==> src/logic/skip_timer_pkg.sv <==
// Package for the skip and timer-1 load execution block.
// Assumes a 4-bit core with a one-cycle execute strobe from the sequencer.
package skip_timer_pkg;
    localparam int NIBBLE_W     = 4;
    localparam int TIMER_W      = 8;
    localparam int PORT_W       = 7;
    localparam int BITSEL_W     = 2;
    localparam int YSEL_W       = 4;
    localparam logic [3:0] Y_MAX = 4'h6;
    localparam int TIMER_HI_LSB = 4;
    localparam logic [7:0] TIMER_RESET = 8'h00;

    typedef enum logic [2:0]
    {
        OP_NONE,
        OP_SKIP_MEM_BIT,
        OP_SKIP_IF_CARRY_CLEAR,
        OP_SKIP_IF_PORT_BIT_CLEAR,
        OP_LOAD_TIMER1_FROM_ACC_AND_B
    } op_t;
endpackage

==> src/logic/skip_timer_ops.sv <==
// Execution of three conditional skips and the timer 1 load.
// Assumes the sequencer pulses exec_i once per decoded word, and presents
// operands on the same cycle; the program counter is advanced outside.
// Timer counting and the RAM and port storage sit outside this block.
// Operation
// [RQ1] Memory-bit skip: skip next instruction when selected RAM bit is zero.
// [RQ2] Carry skip: skip when carry is zero; carry left unchanged.
// [RQ3] Port skip: skip when port bit selected by Y (0..6) is zero.
// [RQ4] Timer 1 load: B goes to upper nibble of timer and reload.
// [RQ5] Timer 1 load: accumulator goes to lower nibble of both.
// [RQ6] Skip suppresses the next word; program counter still advances.
`timescale 1ns/1ps
`default_nettype none
module skip_timer_ops
    import skip_timer_pkg::*;
(
    input  wire logic                ref_clk_i,
    input  wire logic                rst_b_i,
    input  wire logic                exec_i,
    input  wire logic [2:0]          op_i,
    input  wire logic [BITSEL_W-1:0] bit_sel_i,
    input  wire logic [NIBBLE_W-1:0] ram_word_i,
    input  wire logic                carry_flag_i,
    input  wire logic [YSEL_W-1:0]   y_reg_i,
    input  wire logic [PORT_W-1:0]   port_latch_i,
    input  wire logic [NIBBLE_W-1:0] acc_i,
    input  wire logic [NIBBLE_W-1:0] b_reg_i,
    output logic                     suppress_next_o,
    output logic                     timer1_load_o,
    output logic [TIMER_W-1:0]       timer1_value_o,
    output logic [TIMER_W-1:0]       timer1_reload_register_o
);
    op_t op;
    logic skip_nxt;
    logic skip_r;
    logic next_is_exec;
    logic load_req;

    assign op = op_t'(op_i);

    // Selected bit of a nibble or port word
    function automatic logic pick_bit(input logic [PORT_W-1:0] w, input logic [3:0] s);
        logic r;
        r = 1'b0;
        if (s <= Y_MAX)
        begin
            r = w[s[2:0]];
        end
        return r;
    endfunction

    // Op decode used by the plain-word check; illegal codes never skip
    function automatic logic is_skip_op(input op_t o);
        logic r;
        r = 1'b0;
        unique case (o)
            OP_SKIP_MEM_BIT,
            OP_SKIP_IF_CARRY_CLEAR,
            OP_SKIP_IF_PORT_BIT_CLEAR:
            begin
                r = 1'b1;
            end
            default:
            begin
                r = 1'b0;
            end
        endcase
        return r;
    endfunction

    // Skip test; a word that is itself suppressed decides nothing
    always_comb
    begin
        skip_nxt = 1'b0;
        unique case (op)
            OP_SKIP_MEM_BIT:
            begin
                skip_nxt = !pick_bit({3'b000, ram_word_i}, {2'b00, bit_sel_i}); // RQ1
            end
            OP_SKIP_IF_CARRY_CLEAR:
            begin
                skip_nxt = !carry_flag_i; // RQ2
            end
            OP_SKIP_IF_PORT_BIT_CLEAR:
            begin
                // Y above 6 is undefined; treated as no skip
                skip_nxt = (y_reg_i <= Y_MAX) && !pick_bit(port_latch_i, y_reg_i); // RQ3
            end
            default:
            begin
                skip_nxt = 1'b0;
            end
        endcase
    end

    assign next_is_exec = exec_i && !skip_r;

    // Skip flag holds until the next word passes by, executed or not
    always_ff @(posedge ref_clk_i or negedge rst_b_i)
    begin
        if (!rst_b_i)
        begin
            skip_r <= 1'b0;
        end
        else if (exec_i)
        begin
            skip_r <= next_is_exec && skip_nxt; // RQ6
        end
    end

    always_comb suppress_next_o = skip_r; // RQ6

    assign load_req = next_is_exec && (op == OP_LOAD_TIMER1_FROM_ACC_AND_B);

    // Carry is only read here, so it stays unchanged by construction
    always_ff @(posedge ref_clk_i or negedge rst_b_i)
    begin
        if (!rst_b_i)
        begin
            timer1_load_o <= 1'b0;
        end
        else
        begin
            timer1_load_o <= load_req; // RQ4 RQ5
        end
    end

    // Timer and reload share one load strobe so they never disagree
    always_ff @(posedge ref_clk_i or negedge rst_b_i)
    begin
        if (!rst_b_i)
        begin
            timer1_value_o <= TIMER_RESET;
        end
        else if (load_req)
        begin
            timer1_value_o[TIMER_W-1:TIMER_HI_LSB] <= b_reg_i; // RQ4
            timer1_value_o[TIMER_HI_LSB-1:0]       <= acc_i; // RQ5
        end
    end

    always_ff @(posedge ref_clk_i or negedge rst_b_i)
    begin
        if (!rst_b_i)
        begin
            timer1_reload_register_o <= TIMER_RESET;
        end
        else if (load_req)
        begin
            timer1_reload_register_o[TIMER_W-1:TIMER_HI_LSB] <= b_reg_i; // RQ4
            timer1_reload_register_o[TIMER_HI_LSB-1:0]       <= acc_i; // RQ5
        end
    end
endmodule
`default_nettype wire

==> config.mk <==
export PLATFORM = sky130hd
export DESIGN_NAME = skip_timer_ops
export DESIGN_NICKNAME = d
export VERILOG_FILES = /design/src/logic/skip_timer_pkg.sv /design/src/logic/skip_timer_ops.sv
export SDC_FILE = /design/constraint.sdc
export NUM_CORES = 1
export LEC_CHECK = 0
export BUFFER_PORTS_ARGS = -buffer_cell sky130_fd_sc_hd__buf_2
export CAP_MARGIN = 15
export CORE_MARGIN = 2
export CORE_UTILIZATION = 39
export DETAILED_ROUTE_END_ITERATION = 10
export HOLD_SLACK_MARGIN = 0.08
export PLACE_DENSITY = 0.82
export SYNTH_ARGS = -nofsm -noshare
export SYNTH_HDL_FRONTEND = slang
export SYNTH_SLANG_ARGS = --single-unit
==> constraint.sdc <==
create_clock -name ref_clk_i -period 2.43 [get_ports ref_clk_i]
set_input_delay 0 -clock ref_clk_i [delete_from_list [all_inputs] [get_ports ref_clk_i]]
set_output_delay 0 -clock ref_clk_i [all_outputs]
set_load 0.005 [all_outputs]
# == Word-level counts from Yosys, hierarchy flattened ==
# Index checks and enable logic that the tools add are counted.
# totals
inputBits,32
out_inout_bits,18
regBits,10
elab_cells,26
# op_classes
magnitude_cmp,3
mux,8
n_eq_ne,4
n_reduce_logical,8
# op_table
op,n
$eq A3 B2 Y1 const B,2
$mux W1,5
$le A4 B3 Y1 const B,1
$logic_and A1 B1 Y1,4
$logic_not A1 Y1,4
$lt A2 B4 Y1 const B,1
$lt A3 B4 Y1 const B,1
$bmux W1 S3,1
$eq A3 B1 Y1 const B,1
$eq A3 B3 Y1 const B,1
$pmux W1 S3,1
$bmux W1 S2,1

# == Longest topological paths before layout ==
# Gate-level depths: netlist of run 1.
# logic_depth
depth_word,8
ltp_mapped,4
depth_no_buf,4

# == Worst setup path before layout of run 1 ==
# Ideal clock, no wire load.
# synth_timing
kind,reg2reg
start,reg skip_r (netlist: suppress_next_o)
end,reg timer1_reload_register_o[0]
required_ps,2305
path_stages_with_launch,4
setup_time_ps,125
arrival_time_ps,1022
setup_slack_ps,1284
synth_period_minus_slack_ps,1146
n_path_buf,0
path_cell_list,dfrtp_1 -> nor2b_1 -> nand3_2 -> mux2_2
# synth_between
elab_chain_cells,3
# synth_rtl
element,line_no,text
start: declaration,skip_timer_ops.sv:35,logic skip_r;
start signal: assignment,skip_timer_ops.sv:107,skip_r <= next_is_exec && skip_nxt;
$logic_not A1 Y1,skip_timer_ops.sv:96,assign next_is_exec = exec_i && !skip_r;
$logic_and A1 B1 Y1,skip_timer_ops.sv:96,
$logic_and A1 B1 Y1,skip_timer_ops.sv:113,assign load_req = next_is_exec && (op == OP_LOAD_TIMER1_FROM_ACC_AND_B);
end signal: indexed assignment,skip_timer_ops.sv:150,timer1_reload_register_o[TIMER_W-1:TIMER_HI_LSB] <= b_reg_i;
end signal: indexed assignment,skip_timer_ops.sv:151,timer1_reload_register_o[TIMER_HI_LSB-1:0] <= acc_i;
end: declaration,skip_timer_ops.sv:31,output logic [TIMER_W-1:0] timer1_reload_register_o
# No other way between the ends.
# A chain may end at the register's enable or synchronous reset.

# == Worst setup path after layout of run 1 ==
# layout_timing
start,reg skip_r (netlist: suppress_next_o)
end,reg timer1_reload_register_o[3]
# Same word-level chain as after synthesis.

==> results.ini, run 1 <==
[route]
drc = 0
postRouteWirelength_mm = 1.45
post_drt_wl_per_cell_um = 12.3
ant_nets = 0
via_count = 564
dr.pass1.iters = 4
drt-vias-per-instance = 4.78
drtIter0Drc = 7

[global_route]
grt_pass1_wl_mm = 2.43
antenna_found_initial = 0
grt_usage_pct = 18.3
grt_pass1_vias = 554
grt_max_degree = 11
overflow = 0

[power_and_ir_drop]
clockPowerShare_pct = 21.8
switching_share_pct = 28.4
combPwrFrac_pct = 34.1
leakagePower_nw = 0.483
power_density_nw_per_um2 = 568
internal_power_uw = 366
power.switching_uw = 145
power_frac_seq_pct = 44.2
ir_drop_mv = 0.379

[place]
portBuffers = 49
dp_hpwl_mm = 1.10
place_congestion = 0.645
dpl.cell_count = 105

[worst_setup_path]
cp_max_fo = 9
r2r-start = suppress_next_o
crit_chain = nor2b_1, nand3_2, mux2_2
required_ns = 2.58
cp-start-kind = register
critical_path.startpoint = suppress_next_o
r2r_slack_ns = 1.20
worstSetupPathType = register to register
crit_slowest_cell = dfrtp_1
cp_slowest_stage_delay_ns = 0.38
endpoint_kind = register
crit_arrival_ns = 1.38

[logic_synthesis]
ys_ff_latch = 10
synth_cell_types = 20
synth_warnings = 0
syn_nets = 81
postSynthAreaPerCell_um2 = 11.7
synthesis.area_um2 = 572
yosysSeqAreaShare_pct = 43.8
synthCells = 49

[run]
max_cap_violations = 0

[clocking]
cts_root_buf = clkbuf_4
cts_tree = done
htreeDepth = 1
clk_latency_ns = 0.26
path_clk_slew_ns = 0.07
numCtsBuffers = 3
post_cts_buffers = 0
clock_path_buffers = 2
hold_buffers = 10
post_cts_resized = 0
cts.sinks = 10

[timing]
worst_pin_slew_ns = 0.433
whs_ns = 0.125
setup_violations = 0
slew_viol_final = 0
finClkSkew_ns = 0.0119
fmax_mhz = 811
period_minus_slack_ns = 1.23
rsz0062_at_grt = no
tns_ns = 0
maxSlewHeadroom_pct = 70.4
finalHoldViolCount = 0
fin_crit_sh_pct = 50.8

[finish]
final_util_pct = 67.4
area_growth_pct = 57.1
drive_above_1_share_pct = 60.2
fin_cells = 118
antenna_cells = 0
final_net_count = 137

[floorplanning]
initial_core_util_pct = 42.9
core_um2 = 1330
dieArea_um2 = 1790
io_pins = 50
die_width_um = 42.3
die_h_um = 42.3
rows = 13

[hold_path]
hp-class = input pin to async pin

[outcome]
status = finished clean

==> final cells by class <==
class                           count  area (µm²)
Tap cell                           15        18.8
Timing Repair Buffer               59         345
Clock buffer                        3        22.5
Multi-Input combinational cell     30         258
Fill cell                         105         435
Inverter                            1        3.75
Sequential cell                    10         250
==> worst max-delay path: cells and delay by family, from the launching register on <==
kind,cells,cell delay (ns)
flops,1,0.38
simple gates,2,0.40
mux,1,0.35
==> metal layers <==
layer  wire [µm]  track usage [%]  vias up
met4          12             5.63        0
met1         566             20.6      258
met3         110             4.74        2
li1            -                -      281
met5           0                0        -
met2         761             33.2       23
==> final timing paths <==
kind                                               end  cells past startpoint
max in group asynchronous  timer1_reload_register_o[0]                      2
max                        timer1_reload_register_o[3]                      3
min                        timer1_reload_register_o[2]                      2
min in group ref_clk_i                 suppress_next_o                      4
max reg2reg                timer1_reload_register_o[3]                      3
min reg2reg                timer1_reload_register_o[7]                      1
==> through the flow <==
stage / setup WS, ns / power (mW) / instance area [µm²]
detailed placement: 1.20 / 0.391 / 776
global placement: 1.24 / 0.383 / 776
CTS: 1.19 / 0.514 / 898
finish: 1.20 / 0.511 / 898
floorplan: 1.28 / 0.329 / 572
global route: 1.07 / 0.549 / 898
==> synthesized netlist by cell type, drive strengths merged <==
cell | count | area, µm²
nor4 | 1 | 6.26
o31ai | 1 | 12.5
buf | 8 | 60.1
nand3b | 1 | 7.51
o31a | 1 | 8.76
or2b | 2 | 15.0
nor2b | 1 | 6.26
and2b | 1 | 7.51
nand2 | 1 | 3.75
inv | 1 | 3.75
nand3 | 1 | 10.0
mux2i | 4 | 40.0
o22ai | 1 | 6.26
o21ai | 2 | 10.0
o211ai | 2 | 15.0
nand2b | 1 | 6.26
a2111oi | 1 | 8.76
dfrtp | 10 | 250
mux2 | 8 | 90.1
nor2 | 1 | 3.75
==> flip-flops by register name, indices dropped and copies added, names as in the netlist <==
name and flops:
timer1_load_o 1, timer1_reload_register_o 8, suppress_next_o 1
==> placed cells by master, fill, tap and decap left out <==
master and n:
a2111oi_0 1, inv_1 1, nor2b_1 1, mux2i_1 4, o211ai_1 2, o21ai_0 2
dlygate4sd3_1 10, nand3b_1 1, buf_2 49, nand2_1 1, o31ai_2 1, clkbuf_4 3
nor4_1 1, o31a_1 1, o22ai_1 1, nand2b_1 1, and2b_1 1, nand3_2 1
mux2_2 8, or2b_1 2, nor2_1 1, dfrtp_1 10
==> kinds of logic (layout without fill, tap and decap cells) <==
family / Yosys count / after routing / share of synthesized area, %
buf+inv: 9 / 63 / 11.2
flops: 10 / 10 / 43.8
mux: 12 / 12 / 22.8
compound gates: 8 / 8 / 10.7
simple gates: 10 / 10 / 11.6
==> power groups by stage <==
stage | sequential [mW] | combinational, mW | clock (mW)
after floorplan | 0.230 | 0.0987 | 0
after global placement | 0.225 | 0.158 | 0
after detailed placement | 0.228 | 0.163 | 0
after CTS | 0.225 | 0.176 | 0.113
after global routing | 0.233 | 0.192 | 0.124
final | 0.226 | 0.174 | 0.111
(Power assumes the default switching activity.)
==> inputs of run 2 (changes only) <==
--- a/config.mk
+++ b/config.mk
@@ -8,10 +8,10 @@
 export BUFFER_PORTS_ARGS = -buffer_cell sky130_fd_sc_hd__buf_2
 export CAP_MARGIN = 15
 export CORE_MARGIN = 2
-export CORE_UTILIZATION = 39
+export CORE_UTILIZATION = 36
 export DETAILED_ROUTE_END_ITERATION = 10
 export HOLD_SLACK_MARGIN = 0.08
-export PLACE_DENSITY = 0.82
+export PLACE_DENSITY = 0.77
 export SYNTH_ARGS = -nofsm -noshare
 export SYNTH_HDL_FRONTEND = slang
 export SYNTH_SLANG_ARGS = --single-unit
==> constraint.sdc (replaced) <==
create_clock -name ref_clk_i -period 1.2 [get_ports ref_clk_i]
set_input_delay 0 -clock ref_clk_i [delete_from_list [all_inputs] [get_ports ref_clk_i]]
set_output_delay 0 -clock ref_clk_i [all_outputs]
set_load 0.005 [all_outputs]
==> results.ini, run 2 (synthesis results as in run 1) <==
[worst_setup_path]
critical_path.startpoint = suppress_next_o
r2r_slack_ns = 0.07  ; -1.13 ns
r2r-start = suppress_next_o
crit_arrival_ns = 1.28  ; -0.10 ns
endpoint = timer1_reload_register_o[2]
r2r_end = timer1_reload_register_o[2]
cp-start-kind = register
required_ns = 1.35  ; -1.23 ns
endpoint_kind = register
r2r_cells = 3  ; unchanged
worstSetupPathType = register to register
cp_max_fo = 5  ; -4

[timing]
worst_pin_slew_ns = 0.390  ; -0.0429 ns
slew_viol_final = 0  ; unchanged
finalHoldViolCount = 0  ; unchanged
setup_violations = 0  ; unchanged
fmax_mhz = 883  ; +9.0%
tns_ns = 0  ; unchanged
maxSlewHeadroom_pct = 73.3  ; +2.9 points
rsz0062_at_grt = no
setup_ws_ns = 0.0680  ; -1.13 ns
period_minus_slack_ns = 1.13  ; -0.102 ns
whs_ns = 0.135  ; +0.00964 ns
fin_crit_sh_pct = 94.3  ; +44 points
finClkSkew_ns = 0.00295  ; -0.00892 ns

[global_route]
grt_max_degree = 11  ; unchanged
grt_usage_pct = 18.8  ; +0.50 points
grt_pass1_vias = 590  ; +6.5%
grt_pass1_wl_mm = 2.55  ; +4.9%
overflow = 0  ; unchanged
antenna_found_initial = 0  ; unchanged

[finish]
final_net_count = 138  ; +0.73%
final_cell_mix = buf_2, dlygate4sd3_1, dfrtp_1
area_growth_pct = 61.7
largest_reg_flops = 8  ; unchanged
antenna_cells = 0  ; unchanged
top_register = timer1_reload_register_o
fin_area_um2 = 925  ; +2.9%
layout_commonest_cell = buf_2
final_util_pct = 62.1  ; -5.3 points
drive_above_1_share_pct = 61.5  ; +1.3 points
fin_cells = 120  ; +1.7%

[floorplanning]
rows = 14  ; +1
die_width_um = 43.9  ; +3.7%
io_pins = 50  ; unchanged
initial_core_util_pct = 38.4  ; -4.5 points
core_um2 = 1490  ; +12%
die_h_um = 43.9  ; +3.7%
dieArea_um2 = 1920  ; +7.5%

[clocking]
path_clk_slew_ns = 0.06  ; about the same
cts_root_buf = clkbuf_4
cts.sinks = 10  ; unchanged
htreeDepth = 1  ; unchanged
clk_latency_ns = 0.26  ; about the same
numCtsBuffers = 3  ; unchanged
clock_path_buffers = 2  ; unchanged
cts_tree = done

[outcome]
status = finished clean

[route]
dr.pass1.iters = 1  ; -3
drc = 0  ; unchanged
via_count = 567  ; +0.53%
post_drt_wl_per_cell_um = 12.8  ; +4.0%
drt-vias-per-instance = 4.73  ; -1.1%
drtIter0Drc = 0  ; -7
postRouteWirelength_mm = 1.53  ; +5.7%
ant_nets = 0  ; unchanged

[power_and_ir_drop]
power.switching_uw = 289  ; +99%
finalPower_mw = 1.03  ; +100%
combPwrFrac_pct = 34.8  ; +0.7 points
clockPowerShare_pct = 21.0  ; -0.8 points
internal_power_uw = 745  ; +100%
ir_drop_mv = 0.990  ; +160%
power_density_nw_per_um2 = 1120  ; +97%
switching_share_pct = 28.0  ; -0.42 points
power_frac_seq_pct = 44.2  ; about the same
leakagePower_nw = 0.490  ; +1.4%

[hold_path]
hold_depth = 4
hp-class = input pin to register

[place]
dpl_worst_slack_ns = -0.0406  ; -1.24 ns
portBuffers = 49  ; unchanged
placed_area_um2 = 777  ; +0.16%
place_congestion = 0.785  ; +22%
dpl.cell_count = 106  ; +0.95%
dp_hpwl_mm = 1.06  ; -3.8%

[run]
max_cap_violations = 0  ; unchanged

run 2: cell count changes in the layout (fill, tap and decap cells not counted), sizes merged:
cell	delta
nand3	+1
run 2: power by group through the flow:
stage	clock, mW	combinational (mW)	sequential (mW)
2_1_floorplan	0	0.200	0.467
3_3_place_gp	0	0.319	0.456
3_5_place_dp	0	0.327	0.460
4_1_cts	0.233	0.358	0.457
5_1_grt	0.241	0.397	0.467
6_report	0.217	0.360	0.457
run 2: worst min path at each step:
stage	start	to	slack, ns
floorplan	rst_b_i	suppress_next_o	-0.30
global placement	rst_b_i	timer1_reload_register_o[7]	-0.13
detailed placement	rst_b_i	timer1_reload_register_o[0]	-0.13
CTS	rst_b_i	timer1_reload_register_o[0]	0.12
global route	exec_i	suppress_next_o	0.16
finish	bit_sel_i[1]	suppress_next_o	0.13
run 2: cell type report:
class,instances,area (µm²)
inverter,1,3.75
timing repair buffer,59,345
multi-input combinational,31,283
fill,118,564
tap,16,20.0
sequential,10,250
clock buffer,3,22.5
run 2: critical path, stage by stage (launching register included):
cell and delay [ns]:
dfrtp_1 0.41, nor2b_4 0.18, nand3_4 0.12, mux2_2 0.30
run 2: per-layer routing:
metal | global-route usage, % | vias to the layer above | wire [µm]
met1 | 20.5 | 255 | 587
met2 | 31.5 | 23 | 794
li1 | - | 285 | -
met5 | 0 | - | 0
met3 | 7.50 | 4 | 125
met4 | 9.09 | 0 | 26
run 2: timing repair:
action,CTS,global route
hold buffers,10,0
gates cloned,1,0
resized for setup,1,3
buffers inserted,0,0
pin swaps,1,0
endpoints found under the setup margin,8,8
endpoints found under the hold margin,19,0
==> inputs of run 3 (changes only) <==
--- a/config.mk
+++ b/config.mk
@@ -5,13 +5,14 @@
 export SDC_FILE = /design/constraint.sdc
 export NUM_CORES = 1
 export LEC_CHECK = 0
+export ABC_AREA = 1
 export BUFFER_PORTS_ARGS = -buffer_cell sky130_fd_sc_hd__buf_2
 export CAP_MARGIN = 15
 export CORE_MARGIN = 2
-export CORE_UTILIZATION = 36
+export CORE_UTILIZATION = 37
 export DETAILED_ROUTE_END_ITERATION = 10
 export HOLD_SLACK_MARGIN = 0.08
-export PLACE_DENSITY = 0.77
+export PLACE_DENSITY = 0.78
 export SYNTH_ARGS = -nofsm -noshare
 export SYNTH_HDL_FRONTEND = slang
 export SYNTH_SLANG_ARGS = --single-unit
==> results.ini, run 3 <==
[worst_setup_path]
endpoint_kind = register
crit_slowest_cell = dfrtp_1
worstSetupPathType = register to register
cp_slowest_stage_delay_ns = 0.41  ; about the same
required_ns = 1.39  ; +0.04 ns
crit_arrival_ns = 1.20  ; -0.08 ns
cpMostUsedCell = nand2_1
cp_max_fo = 9  ; +4
crit_chain = nor2_2, nand3_4, clkinv_4, nand2_1, nand2_1
cp-start-kind = register

[floorplanning]
core_um2 = 1510  ; +1.2%
die_width_um = 44.2  ; +0.70%
dieArea_um2 = 1950  ; +1.4%
rows = 14  ; unchanged
initial_core_util_pct = 39.6  ; +1.2 points
die_h_um = 44.2  ; +0.70%
io_pins = 50  ; unchanged

[logic_synthesis]
synthesis.area_um2 = 597  ; +4.4%
ys_ff_latch = 10  ; unchanged
synth_warnings = 0  ; unchanged
synthCells = 81  ; +65%
synth_top_area_share_pct = 41.9  ; -1.8 points
syn_nets = 113  ; +40%
synth_cell_types = 14  ; -30%
synth_area_leaders = dfrtp_1, nand2_1, buf_4, nand3_1, inv_1
synth_most_common_cell = nand2_1
synthArstFlopShare_pct = 100  ; unchanged
synth_top_area_cell = dfrtp_1
ys.flop_type = dfrtp_1
postSynthAreaPerCell_um2 = 7.37  ; -37%
yosysSeqAreaShare_pct = 41.9  ; -1.8 points
synthTopCellsByCount = nand2_1, dfrtp_1, buf_4, nand3_1, inv_1
synth_edf_count = 0  ; unchanged

[clocking]
numCtsBuffers = 3  ; unchanged
post_cts_resized = 0  ; -1
cts_tree = done
clock_path_buffers = 2  ; unchanged
path_clk_slew_ns = 0.07  ; about the same
clk_latency_ns = 0.26  ; about the same
cts.sinks = 10  ; unchanged
htreeDepth = 1  ; unchanged
cts_root_buf = clkbuf_4

[finish]
fin_cells = 152  ; +27%
fin_area_um2 = 935  ; +1.1%
area_growth_pct = 56.6
fillers = 150  ; +27%
final_net_count = 170  ; +23%
antenna_cells = 0  ; unchanged
final_cell_mix = buf_2, nand2_1, dlygate4sd3_1
layout_commonest_cell = buf_2
drive_above_1_share_pct = 42.6  ; -19 points
largest_reg_flops = 8  ; unchanged
top_register = timer1_reload_register_o

[route]
via_count = 669  ; +18%
ant_nets = 0  ; unchanged
drt-vias-per-instance = 4.40  ; -6.9%
post_drt_wl_per_cell_um = 10.6  ; -17%
drtIter0Drc = 2  ; +2
dr.pass1.iters = 3  ; +2
drc = 0  ; unchanged
postRouteWirelength_mm = 1.62  ; +5.4%

[global_route]
overflow = 0  ; unchanged
grt_usage_pct = 17.6  ; -1.1 points
grt_max_degree = 11  ; unchanged
grt_pass1_vias = 689  ; +17%
grt_pass1_wl_mm = 2.66  ; +4.3%
antenna_found_initial = 0  ; unchanged

[timing]
setup_violations = 0  ; unchanged
finalHoldViolCount = 0  ; unchanged
fin_crit_sh_pct = 83.9  ; -10 points
finClkSkew_ns = 0.00861  ; +0.00566 ns
fmax_mhz = 993  ; +12%
maxSlewHeadroom_pct = 84.5  ; +11 points
worst_pin_slew_ns = 0.232  ; -0.158 ns
tns_ns = 0  ; unchanged
period_minus_slack_ns = 1.01  ; -0.125 ns
slew_viol_final = 0  ; unchanged
rsz0062_at_grt = no

[place]
dpl.cell_count = 138  ; +30%
dp_hpwl_mm = 1.22  ; +15%
placed_area_um2 = 802  ; +3.2%
place_congestion = 0.733  ; -6.6%
portBuffers = 49  ; unchanged

[power_and_ir_drop]
leakagePower_nw = 0.567  ; +16%
finalPower_uw = 995  ; -3.7%
power_density_nw_per_um2 = 1060  ; -4.8%
ir_drop_mv = 0.500  ; -49%

[outcome]
status = finished clean

[run]
max_cap_violations = 0  ; unchanged

[hold_path]
hp-class = input pin to async pin

[run 3: cell types whose count changed after synthesis, moves of 2 or more]
cell,previous run,this run
inv_1,1,6
mux2_2,8,0
or2b_1,2,0
nand3_1,0,8
nor2_2,0,2
nand2_1,1,39
o211ai_1,2,0
o21ai_0,2,0
mux2i_1,4,0
[run 3: stage by stage]
step           setup WS, ns  util [%]  hold slack (ns)
6_report              0.193      62.0            0.139
3_5_place_dp          0.233      53.2           -0.132
4_1_cts               0.211      62.0            0.124
5_1_grt               0.108      62.0            0.149
3_3_place_gp          0.258      53.2           -0.135
2_1_floorplan         0.284         -           -0.296
[run 3: cells by family (layout without fill, tap and decap cells)]
logic type      after synthesis  after routing  share of synthesized area (%)
compound gates                1              1                          0.838
buf+inv                      16             71                           15.9
flops                        10             10                           41.9
simple gates                 54             54                           41.3
[run 3: what timing repair did]
action                                 CTS  global route
setup buffers                            0             0
hold buffers                            11             0
endpoints found under the hold margin   19             0
[run 3: path summary, 6_finish.rpt]
kind / slack, ns / cells past startpoint / startpoint / to
hold reg to reg: 0.51 / 2 / timer1_reload_register_o[3] / timer1_reload_register_o[3]
min in group ref_clk_i: 0.14 / 6 / y_reg_i[3] / suppress_next_o
setup / recovery: 0.19 / 5 / suppress_next_o / timer1_reload_register_o[7]
setup reg to reg: 0.19 / 5 / suppress_next_o / timer1_reload_register_o[7]
hold / removal: 0.14 / 2 / rst_b_i / timer1_reload_register_o[6]
max in group asynchronous: 0.86 / 2 / rst_b_i / suppress_next_o
[run 3: where the power goes]
part	internal, mW	total, mW	switching (mW)
Combinational	0.179	0.325	0.146
Sequential	0.397	0.441	0.0440
Clock	0.115	0.229	0.114
[run 3: area by class of cell]
type | count | area (µm²) | area share, %
multi-input combinational | 55 | 251 | 26.9
inverter | 8 | 35.0 | 3.75
tap | 16 | 20.0 | 2.14
clock buffer | 3 | 22.5 | 2.41
sequential | 10 | 250 | 26.8
timing repair buffer | 60 | 355 | 38.0
[run 3: metal layers]
layer	share of wire [%]	vias to the layer above	GRT usage, %
met4	0	0	7.27
met5	0	-	0
met1	39	306	20.1
met3	2.0	0	0.408
met2	58	10	34.1
li1	-	353	-
[run 3: critical path, delay by kind of cell (launching register included)]
family                 cells  cell delay, ns
AND/OR/NAND/NOR            4            0.42
flip-flops                 1            0.41
buffers and inverters      1            0.11
